===== config.mk =====
export PLATFORM = sky130hd
export DESIGN_NAME = rdm_top
export DESIGN_NICKNAME = d
export VERILOG_FILES = /design/src/core/rdm_pkg.sv /design/src/core/rdm_chan.sv /design/src/core/rdm_pwr.sv /design/src/core/rdm_top.sv
export SDC_FILE = /design/constraint.sdc
export NUM_CORES = 1
export LEC_CHECK = 0
export BUFFER_PORTS_ARGS = -buffer_cell sky130_fd_sc_hd__buf_4
export CAP_MARGIN = 40
export CORE_ASPECT_RATIO = 0.5
export CORE_MARGIN = 2
export CORE_UTILIZATION = 48
export CTS_BUF_LIST = sky130_fd_sc_hd__clkbuf_4 sky130_fd_sc_hd__clkbuf_8
export CTS_CLUSTER_DIAMETER = 50
export DETAILED_ROUTE_END_ITERATION = 10
export GPL_TIMING_DRIVEN = 0
export HOLD_SLACK_MARGIN = 0.12
export PLACE_DENSITY = 0.87
export SYNTH_ARGS = -nofsm -noshare
export SYNTH_HDL_FRONTEND = slang
export SYNTH_SLANG_ARGS = --single-unit

===== constraint.sdc =====
create_clock -name core_clk_i -period 3.6 [get_ports core_clk_i]
set_input_delay 0.18 -clock core_clk_i [delete_from_list [all_inputs] [get_ports core_clk_i]]
set_output_delay 0.18 -clock core_clk_i [all_outputs]
set_load 0.1 [all_outputs]

===== src/core/rdm_pkg.sv =====
package rdm_pkg;

	// channel count and mode field width
	localparam int RDM_NUM_CH = 4;
	localparam int RDM_MODE_W = 2;

	// per-channel mode encodings
	localparam logic [1:0] RDM_MODE_OFF = 2'h0;
	localparam logic [1:0] RDM_MODE_PIN = 2'h1;
	localparam logic [1:0] RDM_MODE_ON = 2'h2;
	localparam logic [1:0] RDM_MODE_OFFDIAG = 2'h3;

	// register offsets, one aligned 32-bit word each
	localparam logic [3:0] RDM_OFS_MODE = 4'h0;
	localparam logic [3:0] RDM_OFS_STATUS = 4'h4;
	localparam logic [3:0] RDM_OFS_SUPPLY = 4'h8;

	// status field positions
	localparam int RDM_ST_PMODE_LSB = 0;
	localparam int RDM_ST_OUT_LSB = 4;
	localparam int RDM_ST_DIAG_LSB = 8;
	localparam int RDM_ST_CHAIN_BIT = 12;

	// reset values
	localparam logic [7:0] RDM_MODE_RST = 8'h00;
	localparam logic [31:0] RDM_UNMAPPED_RD = 32'h00000000;

	// serial clock ceiling in on mode
	localparam int RDM_SCLK_MAX_HZ = 5000000;

	typedef enum logic [1:0] {
		RDM_PWR_SLEEP,
		RDM_PWR_IDLE,
		RDM_PWR_ON
	} rdm_pwr_e;

	typedef enum logic [1:0] {
		RDM_BUS_IDLE,
		RDM_BUS_ACK
	} rdm_bus_e;

endpackage


===== src/core/rdm_chan.sv =====
`timescale 1ns/1ns
module rdm_chan
	import rdm_pkg::*;
(
	input wire logic [1:0] mode_i, // this channel's mode field
	input wire logic pin_i, // direct-control pin level
	input wire logic enable_i, // device out of sleep and supplies up
	output logic out_o, // output switch drive
	output logic diag_o // diagnosis active for this channel
);

	// mode decode; the pin only counts in pin-follow mode
	always_comb begin
		out_o = 1'b0;
		diag_o = 1'b0;
		case (mode_i)
			RDM_MODE_OFF: begin
				out_o = 1'b0;
				diag_o = 1'b0;
			end
			RDM_MODE_PIN: begin
				out_o = pin_i;
				diag_o = 1'b1;
			end
			RDM_MODE_ON: begin
				out_o = 1'b1;
				diag_o = 1'b1;
			end
			default: begin
				out_o = 1'b0;
				diag_o = 1'b1;
			end
		endcase
		if (!enable_i) begin
			out_o = 1'b0;
			diag_o = 1'b0;
		end
	end

endmodule


===== src/core/rdm_pwr.sv =====
`timescale 1ns/1ns
module rdm_pwr
	import rdm_pkg::*;
(
	input wire logic rst_pin_b_i, // reset pin level, low = sleep
	input wire logic supplies_ok_i, // both supplies out of power-on reset
	input wire logic any_active_i, // some channel not off-without-diagnosis
	output rdm_pwr_e pmode_o // current power mode
);

	// power mode is pure decode so it follows the pins without lag
	always_comb begin
		if (!rst_pin_b_i || !supplies_ok_i) begin
			pmode_o = RDM_PWR_SLEEP;
		end else if (any_active_i) begin
			pmode_o = RDM_PWR_ON;
		end else begin
			pmode_o = RDM_PWR_IDLE;
		end
	end

endmodule


===== src/core/rdm_top.sv =====
`timescale 1ns/1ns
// How it works
// - supply power-on reset restores defaults, idle
// - low reset pin forces register defaults
// - low reset pin means sleep, all off
// - reset high, supplies up, all off: idle
// - on mode drives channels, clock at most 5MHz
// - daisy chain only with both supplies up
// - four channels each with own mode
// - off mode: output off, no diagnosis
// - all channels off means idle mode, except in sleep
// - pin mode follows direct-control pin level
// - pin high equals on, low equals off
// - forced-on mode ignores the pin
// - off-with-diagnosis: off, diagnosis kept active
// - floating direct-control pin reads as low
module rdm_top
	import rdm_pkg::*;
#(
	parameter int NUM_CH = RDM_NUM_CH
) (
	input wire logic core_clk_i, // serial-side clock
	input wire logic rst_b_i, // async reset, active low
	input wire logic rst_pin_b_i, // device reset pin, active low
	input wire logic logic_por_ok_i, // logic supply out of power-on reset
	input wire logic analog_supply_rail_ok_i, // analog supply out of power-on reset
	input wire logic ctrl_pin_i, // direct-control pin level
	input wire logic ctrl_pin_oe_b_i, // low when something drives the pin
	input wire logic chain_si_i, // serial data in for pass-through
	output logic chain_so_o, // serial data out of pass-through
	input wire logic [3:0] avs_address_i, // byte address
	input wire logic avs_read_i, // read request
	input wire logic avs_write_i, // write request
	input wire logic [31:0] avs_writedata_i, // write data
	input wire logic [3:0] avs_byteenable_i, // byte lanes
	output logic [31:0] avs_readdata_o, // read data
	output logic avs_waitrequest_o, // stall
	output logic [NUM_CH-1:0] ch_out_o, // output switch drives
	output logic [NUM_CH-1:0] ch_diag_o, // diagnosis enables
	output logic [1:0] pmode_o // power mode code
);

	logic supplies_ok;
	logic dev_rst_b;
	logic pin_level;
	logic any_active;
	logic [NUM_CH-1:0] mode_nonoff;
	logic [RDM_MODE_W*NUM_CH-1:0] channel_mode_field_q;
	logic [RDM_MODE_W*NUM_CH-1:0] channel_mode_field_d;
	logic [NUM_CH-1:0] out_w;
	logic [NUM_CH-1:0] diag_w;
	rdm_pwr_e pmode;
	rdm_bus_e bus_q;
	rdm_bus_e bus_d;
	logic [31:0] rdata_q;
	logic [31:0] rdata_d;
	logic [NUM_CH-1:0] out_q;
	logic [NUM_CH-1:0] diag_q;
	logic [1:0] pmode_q;
	logic chain_q;
	logic chain_d;

	// both rails must be out of power-on reset before anything runs
	assign supplies_ok = logic_por_ok_i & analog_supply_rail_ok_i;
	assign dev_rst_b = rst_pin_b_i & supplies_ok;

	// an undriven pin is pulled low by the input sink
	assign pin_level = ctrl_pin_i & ~ctrl_pin_oe_b_i;

	// per-channel decode; one instance per channel
	genvar g;
	generate
		for (g = 0; g < NUM_CH; g++) begin : g_ch
			rdm_chan u_chan (
				.mode_i(channel_mode_field_q[g*RDM_MODE_W +: RDM_MODE_W]),
				.pin_i(pin_level),
				.enable_i(dev_rst_b),
				.out_o(out_w[g]),
				.diag_o(diag_w[g])
			);
			assign mode_nonoff[g] =
				channel_mode_field_q[g*RDM_MODE_W +: RDM_MODE_W] != RDM_MODE_OFF;
		end
	endgenerate

	assign any_active = |mode_nonoff;

	rdm_pwr u_pwr (
		.rst_pin_b_i(rst_pin_b_i),
		.supplies_ok_i(supplies_ok),
		.any_active_i(any_active),
		.pmode_o(pmode)
	);

	// single wait state: waitrequest high in the request cycle, low the next
	always_comb begin
		bus_d = RDM_BUS_IDLE;
		case (bus_q)
			RDM_BUS_IDLE: begin
				if (avs_read_i || avs_write_i) begin
					bus_d = RDM_BUS_ACK;
				end
			end
			default: begin
				bus_d = RDM_BUS_IDLE;
			end
		endcase
	end

	assign avs_waitrequest_o = (avs_read_i || avs_write_i) && bus_q != RDM_BUS_ACK;

	// mode register: writes take effect on the ack edge, resets force defaults
	always_comb begin
		channel_mode_field_d = channel_mode_field_q;
		if (!dev_rst_b) begin
			channel_mode_field_d = RDM_MODE_RST;
		end else if (bus_q == RDM_BUS_ACK && avs_write_i && avs_byteenable_i[0]) begin
			if (avs_address_i == RDM_OFS_MODE) begin
				channel_mode_field_d = avs_writedata_i[RDM_MODE_W*NUM_CH-1:0];
			end
		end
	end

	// read data is captured in the request cycle so it stands at the ack edge
	always_comb begin
		rdata_d = RDM_UNMAPPED_RD;
		if (avs_address_i == RDM_OFS_MODE) begin
			rdata_d[RDM_MODE_W*NUM_CH-1:0] = channel_mode_field_q;
		end else if (avs_address_i == RDM_OFS_STATUS) begin
			rdata_d[RDM_ST_PMODE_LSB +: 2] = pmode;
			rdata_d[RDM_ST_OUT_LSB +: NUM_CH] = out_w;
			rdata_d[RDM_ST_DIAG_LSB +: NUM_CH] = diag_w;
			rdata_d[RDM_ST_CHAIN_BIT] = supplies_ok;
		end else if (avs_address_i == RDM_OFS_SUPPLY) begin
			rdata_d[0] = logic_por_ok_i;
			rdata_d[1] = analog_supply_rail_ok_i;
			rdata_d[2] = rst_pin_b_i;
		end
	end

	// pass-through only while both rails are good and the reset pin is high, otherwise held low
	always_comb begin
		chain_d = 1'b0;
		if (supplies_ok && rst_pin_b_i) begin
			chain_d = chain_si_i;
		end
	end

	// state registers
	always_ff @(posedge core_clk_i or negedge rst_b_i) begin
		if (!rst_b_i) begin
			bus_q <= RDM_BUS_IDLE;
			channel_mode_field_q <= RDM_MODE_RST;
			rdata_q <= RDM_UNMAPPED_RD;
			out_q <= '0;
			diag_q <= '0;
			pmode_q <= 2'h0;
			chain_q <= 1'b0;
		end else begin
			bus_q <= bus_d;
			channel_mode_field_q <= channel_mode_field_d;
			rdata_q <= rdata_d;
			out_q <= out_w;
			diag_q <= diag_w;
			pmode_q <= pmode;
			chain_q <= chain_d;
		end
	end

	// data outputs come from flip-flops, one cycle behind the decode
	assign avs_readdata_o = rdata_q;
	assign ch_out_o = out_q;
	assign ch_diag_o = diag_q;
	assign pmode_o = pmode_q;
	assign chain_so_o = chain_q;

endmodule


Yosys cells after proc, flatten, opt, wreduce, memory -nomap -nowiden

Index checks and enable logic that the tools add are counted.
W data, S select, Z words.

Bits in registers: 34
Input bits: 50
Output and inout port bits: 44

Eq/ne operators: 14
Muxes and demuxes: 32
Bitwise operators: 4
Reductions and logical operators: 20

Operators by type and width:

| kind                 | count |
|---|---|
| $mux W8              | 3 |
| $mux W1              | 16 |
| $eq A2 B1 Y1 const B | 5 |
| $logic_not A2 Y1     | 5 |
| $mux W9              | 1 |
| $eq A2 B2 Y1 const B | 4 |
| $mux W2              | 4 |
| $pmux W1 S2          | 4 |
| $reduce_bool A2 Y1   | 4 |
| $mux W3              | 2 |
| $mux W5              | 1 |
| $eq A4 B3 Y1 const B | 1 |
| $eq A4 B4 Y1 const B | 1 |
| $logic_and A1 B1 Y1  | 4 |
| $logic_not A4 Y1     | 1 |
| $mux W4              | 1 |
| $ne A2 B2 Y1 const B | 2 |
| $reduce_or A4 Y1     | 1 |
| $and A1 B1 Y1        | 3 |
| $logic_not A1 Y1     | 2 |
| $logic_or A1 B1 Y1   | 2 |
| $ne A2 B1 Y1 const B | 1 |
| $reduce_and A2 Y1    | 1 |
| $not A1 Y1           | 1 |

Longest topological paths before layout

Gate-level depths: netlist of run 1.

Word-level depth: 6
Mapped depth: 5
Depth with buffers taken out: 5

Modules after synthesis

From an unflattened synthesis of run 1, not the netlist that was laid out.

Cells, all modules: 153
Area, all modules: 1,645.3 µm²

Modules (own cells, without submodules):

| module   | instances | cells an instance | area each (µm²) | seq. area each (µm²) |
|---|---|---|---|---|
| rdm_top  | 1         | 115               | 1,373.8         | 825.8 |
| rdm_chan | 4         | 9                 | 63.8            | 0.0 |
| rdm_pwr  | 1         | 2                 | 16.3            | 0.0 |

Least setup slack after synthesis of run 1

Ideal clock, no wire load.

Kind: register to register
Start: register bus_q[0]
End: register bus_q[0]
Arrival time: 1.661 ns
Data required time: 3.333 ns
Path slack: 1.673 ns
Cell stages (with the launch flop): 2
Buffers on the path: 0
Period minus slack after synthesis: 1.927 ns
Path through: dfrtp_1 -> nor2_1

Longest elaborated chain between the ends: 2

RTL lines:

| what                     | RTL line       | source |
|---|---|---|
| start: declaration       | rdm_top.sv:53  | `rdm_bus_e bus_q;` |
| start signal: assignment | rdm_top.sv:160 | `bus_q <= bus_d;` |
| $logic_not A2 Y1         | rdm_top.sv:98  | `case (bus_q)` |
| $mux W2                  | rdm_top.sv:98  |  |

No other way between the ends.
A chain may end at the register's enable or synchronous reset.

Worst setup path after layout of run 1

Start: register channel_mode_field_q[1]
End: register rdata_q[4], in the netlist avs_readdata_o[4]

Longest elaborated chain between the ends: 5
Elaborated cells on any way between the ends: 6

RTL lines:

| what                                         | RTL line       | source |
|---|---|---|
| start: declaration                           | rdm_top.sv:48  | `logic [RDM_MODE_W*NUM_CH-1:0] channel_mode_field_q;` |
| start signal: assignment                     | rdm_top.sv:161 | `channel_mode_field_q <= channel_mode_field_d;` |
| $eq A2 B2 Y1 or $eq A2 B1 Y1 (tied branches) | rdm_chan.sv:16 | `case (mode_i)` |
| $pmux W1 S2 (*)                              | rdm_chan.sv:16 |  |
| $mux W1 (*)                                  | rdm_chan.sv:34 | `if (!enable_i) begin` |
| $mux W9 (*)                                  | rdm_top.sv:129 | `end else if (avs_address_i == RDM_OFS_STATUS) begin` |
| $mux W4 (*)                                  | rdm_top.sv:127 | `if (avs_address_i == RDM_OFS_MODE) begin` |
| via rdata_d[4]                               | rdm_top.sv:56  | `logic [31:0] rdata_d;` |
| end signal: assignment                       | rdm_top.sv:162 | `rdata_q <= rdata_d;` |
| end: declaration                             | rdm_top.sv:55  | `logic [31:0] rdata_q;` |

The timed path passes the listed nets; every way through them passes the cells marked *.

==> impl_metrics.env, run 1 <==
export IMPL_status="finished with violations"
export IMPL_violations="design-rule violations"
export IMPL_dr_pass1_iters=8
export IMPL_ys_ff_latch=33
export IMPL_dp_cells=256
export IMPL_path_clk_slew_ns=0.06
export IMPL_overflow=0
export IMPL_fin_cells=266
export IMPL_synth_area_um2=1605
export IMPL_wl_um=3374
export IMPL_cts_num_sinks=33
export IMPL_h_tree_depth=2
export IMPL_cap_viol_max_count=0
export IMPL_drive_gt1_share_pct=35.40
export IMPL_antenna_found_initial=0
export IMPL_grt_pass1_vias=1131
export IMPL_die_x_um=85.79
export IMPL_wl_per_cell_um=12.68
export IMPL_p_per_area_nw_per_um2=382.2
export IMPL_cts_setup_buffers=0
export IMPL_grt_pass1_wl_um=5285
export IMPL_synthArstFlopShare_pct=100.0
export IMPL_diodes=0
export IMPL_maxSlewViolCount=0
export IMPL_ios=94
export IMPL_clk_latency_ns=0.29
export IMPL_port_buffer_count=47
export IMPL_cp_required_ns=3.75
export IMPL_row_count=14
export IMPL_critPathArrivalTime_ns=1.50
export IMPL_synth_area_leader_cell="dfrtp_1"
export IMPL_yosys_top_cells_count="dfrtp_1, buf_4, nor2_1, ha_1, nand3_1"
export IMPL_setup_viol=0
export IMPL_synthTopCellsByArea="dfrtp_1, ha_1, buf_4"
export IMPL_synth_cells=151
export IMPL_finalSetupTns_ns=0
export IMPL_skew_ns=0.001854
export IMPL_synth_top_area_share_pct=51.44
export IMPL_first_iter_violations=40
export IMPL_criticalPathCategory="reg -> reg"
export IMPL_finalCritPeriodShare_pct=37.47
export IMPL_place_gp_congestion=0.7577
export IMPL_grt_usage_pct=18.62
export IMPL_ys_warn_count=0
export IMPL_dieHeight_um=44.89
export IMPL_synth_most_common_cell="dfrtp_1"
export IMPL_cts_made_buffers=5
export IMPL_syn2layout_area_growth_pct=35.93
export IMPL_r2r_cells=5
export IMPL_synth_edf_count=0
export IMPL_cp_end_kind="register"
export IMPL_multiInputGateArea_um2=645.6
export IMPL_cts_path_max_buffers=2
export IMPL_slew_headroom_pct=59.30
export IMPL_fin_crit_ns=1.349
export IMPL_post_drt_via_cell_ratio=4.763
export IMPL_tritoncts="done"
export IMPL_post_dp_hpwl_um=2470
export IMPL_seq_area_frac_synth_pct=51.44
export IMPL_power_leakage_nw=1.129
export IMPL_worstMarginPinSlew_ns=0.6060
export IMPL_synth_ff_type="dfrtp_1"
export IMPL_avgSynthCellArea_um2=10.63
export IMPL_core_area_um2=3100
export IMPL_rsz0062_at_grt="no"
export IMPL_min_path_cells=3
export IMPL_p_total_mw=0.8339
export IMPL_fmax_ghz=0.7413
export IMPL_hold_path_class="in -> reg"
export IMPL_ant_nets=0
export IMPL_grt_max_degree=34
export IMPL_cp_start_kind="register"
export IMPL_initial_core_util_pct=51.78
export IMPL_peakVddDrop_v=0.0001957
export IMPL_yosysUniqueCellTypes=27
export IMPL_drc=2
export IMPL_root_buffer="clkbuf_8"
export IMPL_fillCellCount=225
export IMPL_vias=1267
export IMPL_final_hold_violation_count=0
export IMPL_regArea_um2=825.8
export IMPL_fp_dieArea_um2=3851
export IMPL_cp_max_fo=3
export IMPL_final_nets=287
==> what timing repair did <==
item,in CTS,in global routing
gates resized for setup,0,0
hold buffers,2,0
hold endpoints to repair,34,0
==> cells in the final DEF, fill, tap and decap left out, types with 2 or more instances in the layout <==
master and instances:
clkinv_2 2, and3_1 2, o21ai_0 9, and3b_1 4, dlygate4sd3_1 2, o21ai_1 4
and4_1 2, ha_1 12, inv_1 9, clkbuf_8 5, dfrtp_1 33, nor2_1 17
a21oi_1 8, conb_1 19, nand3_1 12, o22ai_1 4, nor3_1 2, a22oi_1 2
buf_4 66
==> worst max-delay path, stage by stage (launching register included) <==
cell and delay [ns]:
dfrtp_1 0.38, inv_1 0.09, ha_1 0.19, and3b_1 0.18
o21ai_0 0.26, o22ai_1 0.11
==> registers in the layout (all words and copies together), names as in the netlist <==
register / cells
chain_so_o: 1
bus_q: 1
avs_readdata_o: 13
channel_mode_field_q: 8
pmode_o: 2
ch_diag_o: 4
ch_out_o: 4
==> final timing paths <==
kind | startpoint | endpoint | slack (ns)
min in group asynchronous | rst_b_i | bus_q[0] | 0.37
worst min register to register | bus_q[0] | bus_q[0] | 0.46
worst min-delay path | avs_writedata_i[1] | channel_mode_field_q[1] | 0.14
worst max-delay path | channel_mode_field_q[1] | avs_readdata_o[4] | 2.25
worst max register to register | channel_mode_field_q[1] | avs_readdata_o[4] | 2.25
max in group asynchronous | rst_b_i | ch_out_o[1] | 2.94
==> report_power, final <==
| part | switching, mW | internal (mW) | leakage [nW] | total (mW) |
|---|---|---|---|---|
| logic | 0.141 | 0.0415 | 0.623 | 0.183 |
| clock network | 0.134 | 0.141 | 0.0484 | 0.276 |
| registers | 0.00137 | 0.374 | 0.458 | 0.375 |
==> cell families (layout without fill, tap and decap cells) <==
kind of cell / count (synthesis) / after routing / synth area share [%]
adders and majority gates: 12 / 12 / 9.353
buffers and inverters: 31 / 88 / 12.55
muxes: 1 / 1 / 0.6236
AOI/OAI and AO/OA: 28 / 28 / 9.586
DFF: 33 / 33 / 51.44
and+or+nand+nor: 45 / 45 / 16.21
other: 1 / 19 / 0.2336
==> layer usage <==
metal / wire (µm) / global-route usage, % / up-vias / part of all wire, %
li1: - / - / 626 / -
met1: 1470 / 23.61 / 577 / 44
met2: 1584 / 30.16 / 60 / 47
met3: 293 / 6.947 / 4 / 8.7
met4: 26 / 6.667 / 0 / 0.77
met5: 0 / 0 / - / 0
==> metrics by stage <==
| step | cell area, µm² | util [%] | worst slack [ns] | hold slack, ns |
|---|---|---|---|---|
| floorplan | 1673 | - | 1.673 | -0.1156 |
| global placement | 2076 | 66.95 | 2.238 | 0.1307 |
| detailed placement | 2076 | 66.95 | 2.182 | 0.1423 |
| CTS | 2182 | 70.38 | 2.261 | 0.1403 |
| global route | 2182 | 70.38 | 2.156 | 0.1397 |
| finish | 2182 | 70.38 | 2.251 | 0.1428 |
==> layout make-up <==
cell class | instances | area share [%]
Sequential cell | 33 | 37.84
Buffer | 22 | 7.684
Inverter | 9 | 1.548
Multi-Input combinational cell | 105 | 29.59
Clock inverter | 2 | 0.4587
Clock buffer | 6 | 3.498
Tap cell | 40 | 2.294
Timing Repair Buffer | 49 | 17.09
Note: power is estimated with default switching activity, not from simulation.
==> inputs of run 2 (changes only) <==
- CORE_UTILIZATION: 48 -> 45
- PLACE_DENSITY: 0.87 -> 0.82
- clock period: 3.6 -> 1.3 ns (I/O delays scaled with it)
==> run 2 against run 1 <==
  * The flow finishes with violations (negative setup slack)
  * Non-clock buffer count grew 13
  * Clock skew is 0.0048 ns higher
  * Sequential power rose to 2.8 times the previous value
  * Global-route usage grew 2.2 points
  * Sequential share of layout area is 3.9 points lower
  * Cell count increased by 9.0%
  * Via count up 10%
  * Combinational power rose to 3.0 times the previous value
  * Largest cell class unchanged
==> impl_metrics.env, run 2 (synthesis gave the netlist of run 1 again) <==
export IMPL_dp_cells=267
export IMPL_grt_usage_pct=20.82
export IMPL_mostFrequentLayoutCells="buf_4, dfrtp_1, conb_1, nor2_1, dlygate4sd3_1"
export IMPL_ios=94
export IMPL_cap_viol_max_count=0
export IMPL_fin_cells=290
export IMPL_cp_start_kind="register"
export IMPL_power_leakage_nw=1.216
export IMPL_setup_ws_ns=-0.01650
export IMPL_drive_gt1_share_pct=41.42
export IMPL_dieHeight_um=46.24
export IMPL_p_per_area_nw_per_um2=1068
export IMPL_critPathArrivalTime_ns=1.51
export IMPL_path_clk_slew_ns=0.07
export IMPL_hold_path_class="in -> reg"
export IMPL_post_drt_via_cell_ratio=4.828
export IMPL_post_dp_hpwl_um=2532
export IMPL_fin_crit_ns=1.316
export IMPL_grt_max_degree=34
export IMPL_fillCellCount=224
export IMPL_cp_required_ns=1.49
export IMPL_cts_made_buffers=5
export IMPL_cp_max_fo=4
export IMPL_initial_core_util_pct=47.00
export IMPL_finalCritPeriodShare_pct=101.3
export IMPL_maxSlewViolCount=0
export IMPL_slew_headroom_pct=61.90
export IMPL_criticalPathCategory="reg -> reg"
export IMPL_cts_path_max_buffers=2
export IMPL_first_iter_violations=78
export IMPL_row_count=15
export IMPL_port_buffer_count=47
export IMPL_die_x_um=88.47
export IMPL_dr_pass1_iters=4
export IMPL_diodes=0
export IMPL_violations="negative setup slack"
export IMPL_syn2layout_area_growth_pct=51.75
export IMPL_p_total_mw=2.603
export IMPL_tritoncts="done"
export IMPL_grt_pass1_vias=1353
export IMPL_cts_num_sinks=33
export IMPL_vias=1400
export IMPL_wl_um=4136
export IMPL_final_nets=300
export IMPL_h_tree_depth=2
export IMPL_setup_viol=1
export IMPL_status="finished with violations"
export IMPL_wl_per_cell_um=14.26
export IMPL_ant_nets=0
export IMPL_grt_pass1_wl_um=6141
export IMPL_overflow=0
export IMPL_worstMarginPinSlew_ns=0.5673
export IMPL_fp_dieArea_um2=4090
export IMPL_drc=0
export IMPL_peakVddDrop_v=0.0005554
export IMPL_largest_register_ffs=13
export IMPL_finalSetupTns_ns=-0.01650
export IMPL_finalCoreUtilization_pct=71.32
export IMPL_skew_ns=0.006661
export IMPL_cp_end_kind="register"
export IMPL_layout_commonest_cell="buf_4"
export IMPL_root_buffer="clkbuf_8"
export IMPL_final_hold_violation_count=0
export IMPL_fmax_ghz=0.7596
export IMPL_core_area_um2=3416
export IMPL_dp_slack_ns=-0.01283
export IMPL_place_gp_congestion=0.7487
export IMPL_antenna_found_initial=0
export IMPL_clk_latency_ns=0.28
## run 2: cell count changes in the layout (fill, tap and decap cells not counted), moves of 2 or more
cell / change
inv_2: +6
buf_4: +2
dlygate4sd3_1: +12
o21ai_1: +2
o21ai_2: +2
ha_4: +4
clkinv_2: -2
inv_1: -6
o21ai_0: -4
nor2_1: -2
ha_1: -4
## run 2: final cells by class
cell class | instances | area [µm²] | share of cell area [%]
buffer | 21 | 158.9 | 6.523
clock buffer | 7 | 90.09 | 3.698
clock inverter | 1 | 30.03 | 1.233
inverter | 9 | 33.78 | 1.387
multi-input combinational | 105 | 725.7 | 29.79
sequential | 33 | 825.8 | 33.90
tap | 51 | 63.81 | 2.619
timing repair buffer | 63 | 508.0 | 20.85
## run 2: what timing repair did
action                                  4_1_cts  5_1_grt
buffers inserted                              0        2
pin swaps                                     1        0
endpoints found under the setup margin        3       30
hold buffers                                 15        0
resized for setup                             7       19
endpoints found under the hold margin        45        0
## run 2: stage by stage
stage | hold WS, ns | instance area, µm²
2_1_floorplan | -0.2306 | 1680
3_3_place_gp | 0.01815 | 2097
3_5_place_dp | 0.02376 | 2097
4_1_cts | 0.1258 | 2375
5_1_grt | 0.1364 | 2436
6_report | 0.1532 | 2436
## run 2: worst max-delay path: stages (launching register included)
cell and delay, ns:
dfrtp_1 0.44, inv_1 0.15, ha_4 0.16, and4_4 0.21, nand3_1 0.08, a22oi_1 0.19
## run 2: worst paths after layout
check / from / end / slack [ns] / depth (start not counted)
worst min-delay path: avs_address_i[1] / channel_mode_field_q[0] / 0.15 / 4
min in group asynchronous: rst_b_i / avs_readdata_o[0] / 0.27 / 2
worst max register to register: channel_mode_field_q[2] / avs_readdata_o[0] / -0.02 / 5
max in group asynchronous: rst_b_i / ch_out_o[1] / 0.74 / 2
worst max-delay path: channel_mode_field_q[2] / avs_readdata_o[0] / -0.02 / 5
worst min register to register: bus_q[0] / bus_q[0] / 0.50 / 1
## run 2: layer usage
metal / global-route usage, % / share of wire [%] / routed length (µm) / up-vias
met5: 0 / 0 / 0 / -
li1: - / - / - / 651
met4: 13.03 / 5.2 / 214 / 0
met2: 33.68 / 47 / 1926 / 85
met3: 6.810 / 7.6 / 314 / 26
met1: 24.67 / 41 / 1681 / 638
## run 2: power breakdown
group	switching, mW	internal [mW]	total [mW]
Combinational	0.407	0.140	0.547
Sequential	0.00650	1.04	1.04
Clock	0.368	0.646	1.01
==> inputs of run 3 (changes only) <==
- CORE_MARGIN: 2 -> not set
- SETUP_SLACK_MARGIN: not set -> 0.2
==> run 3 against run 2 <==
  * The run still ends with negative setup slack left
  * Maximum frequency fell by 0.26%
  * Global-route usage rose by 4.9 points
  * Routed wire length rose by 33%
  * Register-to-register slack barely moved
  * Cell count rose by 4.1%
  * Clock skew rose by 0.0069 ns
  * Non-clock buffer count rose by 15
  * Power fell by 6.5%
==> impl_metrics.env, run 3 (synthesis gave the netlist of run 1 again) <==
export IMPL_dr_pass1_iters=5
export IMPL_hold_path_class="in -> reg"
export IMPL_drive_gt1_share_pct=54.33
export IMPL_clk_latency_ns=0.30
export IMPL_worstMarginPinSlew_ns=0.6813
export IMPL_dp_slack_ns=-0.007645
export IMPL_drc=0
export IMPL_cap_viol_max_count=0
export IMPL_layout_commonest_cell="buf_4"
export IMPL_post_drt_via_cell_ratio=5.308
export IMPL_setup_ws_ns=-0.01990
export IMPL_final_nets=315
export IMPL_diodes=0
export IMPL_slew_headroom_pct=54.24
export IMPL_cts_path_max_buffers=2
export IMPL_wl_um=5506
export IMPL_grt_pass1_vias=1464
export IMPL_place_gp_congestion=0.7663
export IMPL_dieHeight_um=44.24
export IMPL_root_buffer="clkbuf_8"
export IMPL_setup_viol=2
export IMPL_fin_crit_ns=1.320
export IMPL_fmax_ghz=0.7576
export IMPL_finalCoreUtilization_pct=83.01
export IMPL_mostFrequentLayoutCells="buf_4, dfrtp_1, conb_1, nor2_1, dlygate4sd3_1"
export IMPL_cp_start_kind="register"
export IMPL_grt_max_degree=34
export IMPL_hold_buffers=14
export IMPL_criticalPathCategory="reg -> reg"
export IMPL_syn2layout_area_growth_pct=64.85
export IMPL_peakVddDrop_v=0.0006182
export IMPL_cts_made_buffers=5
export IMPL_cpMaxStageDelayCell="dfrtp_1"
export IMPL_core_area_um2=3188
export IMPL_cp_max_fo=4
export IMPL_critPathArrivalTime_ns=1.52
export IMPL_tritoncts="done"
export IMPL_fp_dieArea_um2=3825
export IMPL_violations="negative setup slack"
export IMPL_cts_num_sinks=33
export IMPL_ios=94
export IMPL_cp_required_ns=1.50
export IMPL_port_buffer_count=47
export IMPL_post_dp_hpwl_um=2396
export IMPL_maxSlewViolCount=0
export IMPL_cp_buffers_inverters=1
export IMPL_status="finished with violations"
export IMPL_power_leakage_nw=1.273
export IMPL_grt_pass1_wl_um=7038
export IMPL_ant_nets=0
export IMPL_crit_chain="inv_2 > ha_4 > and4_4 > nand3_2 > a22oi_1"
export IMPL_final_hold_violation_count=0
export IMPL_row_count=14
export IMPL_h_tree_depth=2
export IMPL_finalCritPeriodShare_pct=101.5
export IMPL_slowest_delay_ns=0.46
export IMPL_cp_end_kind="register"
export IMPL_cpLargestDelayFamily="flip-flops"
export IMPL_fillCellCount=169
export IMPL_antenna_found_initial=0
export IMPL_p_per_area_nw_per_um2=919.2
export IMPL_path_clk_slew_ns=0.08
export IMPL_vias=1603
export IMPL_finalSetupTns_ns=-0.03804
export IMPL_wl_per_cell_um=18.23
export IMPL_rsz0062_at_grt="yes"
export IMPL_holdWs_ns=0.1025
export IMPL_skew_ns=0.01360
export IMPL_largest_register_ffs=13
export IMPL_first_iter_violations=140
export IMPL_die_x_um=86.47
export IMPL_overflow=0
export IMPL_grt_usage_pct=25.73
export IMPL_initial_core_util_pct=50.35
## run 3: routing by layer
metal / GRT usage, % / vias to the layer above / share of wire (%)
li1: - / 678 / -
met1: 31.61 / 764 / 39
met2: 42.70 / 128 / 48
met3: 8.955 / 33 / 8.6
met4: 10.33 / 0 / 4.5
met5: 0 / - / 0
## run 3: final timing paths
kind | from | endpoint | slack [ns] | cells after the start
min reg2reg | bus_q[0] | bus_q[0] | 0.51 | 1
min in group asynchronous | rst_b_i | channel_mode_field_q[2] | 0.25 | 2
max reg2reg | channel_mode_field_q[2] | avs_readdata_o[0] | -0.02 | 5
min | avs_read_i | bus_q[0] | 0.10 | 3
max in group asynchronous | rst_b_i | avs_readdata_o[10] | 0.73 | 2
max | channel_mode_field_q[2] | avs_readdata_o[0] | -0.02 | 5
## run 3: what timing repair did
item,in CTS,in global routing
gates cloned,0,0
pin swaps,16,11
setup endpoints to repair,21,24
endpoints found under the hold margin,45,1
setup buffers,10,6
gates resized for setup,27,29
## run 3: tightest hold or removal path: cells and delay by family
kind	cells	cell delay, ns
buffers and inverters	1	0.08
AND/OR/NAND/NOR	2	0.19
## run 3: area by class of cell
cell class	instances	area [µm²]	area share, %
multi-input combinational	105	845.8	31.96
clock buffer	6	76.32	2.884
sequential	33	825.8	31.21
tap	48	60.06	2.270
timing repair buffer	77	625.6	23.64
clock inverter	2	10.01	0.3783
buffer	22	168.9	6.383
inverter	9	33.78	1.277
## run 3: metrics by stage
| step | instance area, µm² | std cells | total power, mW |
|---|---|---|---|
| detailed placement | 2096 | 264 | 1.564 |
| global placement | 2096 | 264 | 1.560 |
| finish | 2646 | 302 | 2.433 |
| global route | 2646 | 302 | 2.499 |
| CTS | 2479 | 296 | 2.354 |
| floorplan | 1683 | 169 | 1.452 |
## run 3: where the power goes
part / internal (mW) / switching, mW
clock: 0.392 / 0.414
combinational: 0.158 / 0.426
sequential: 1.04 / 0.00740
total: 1.59 / 0.847
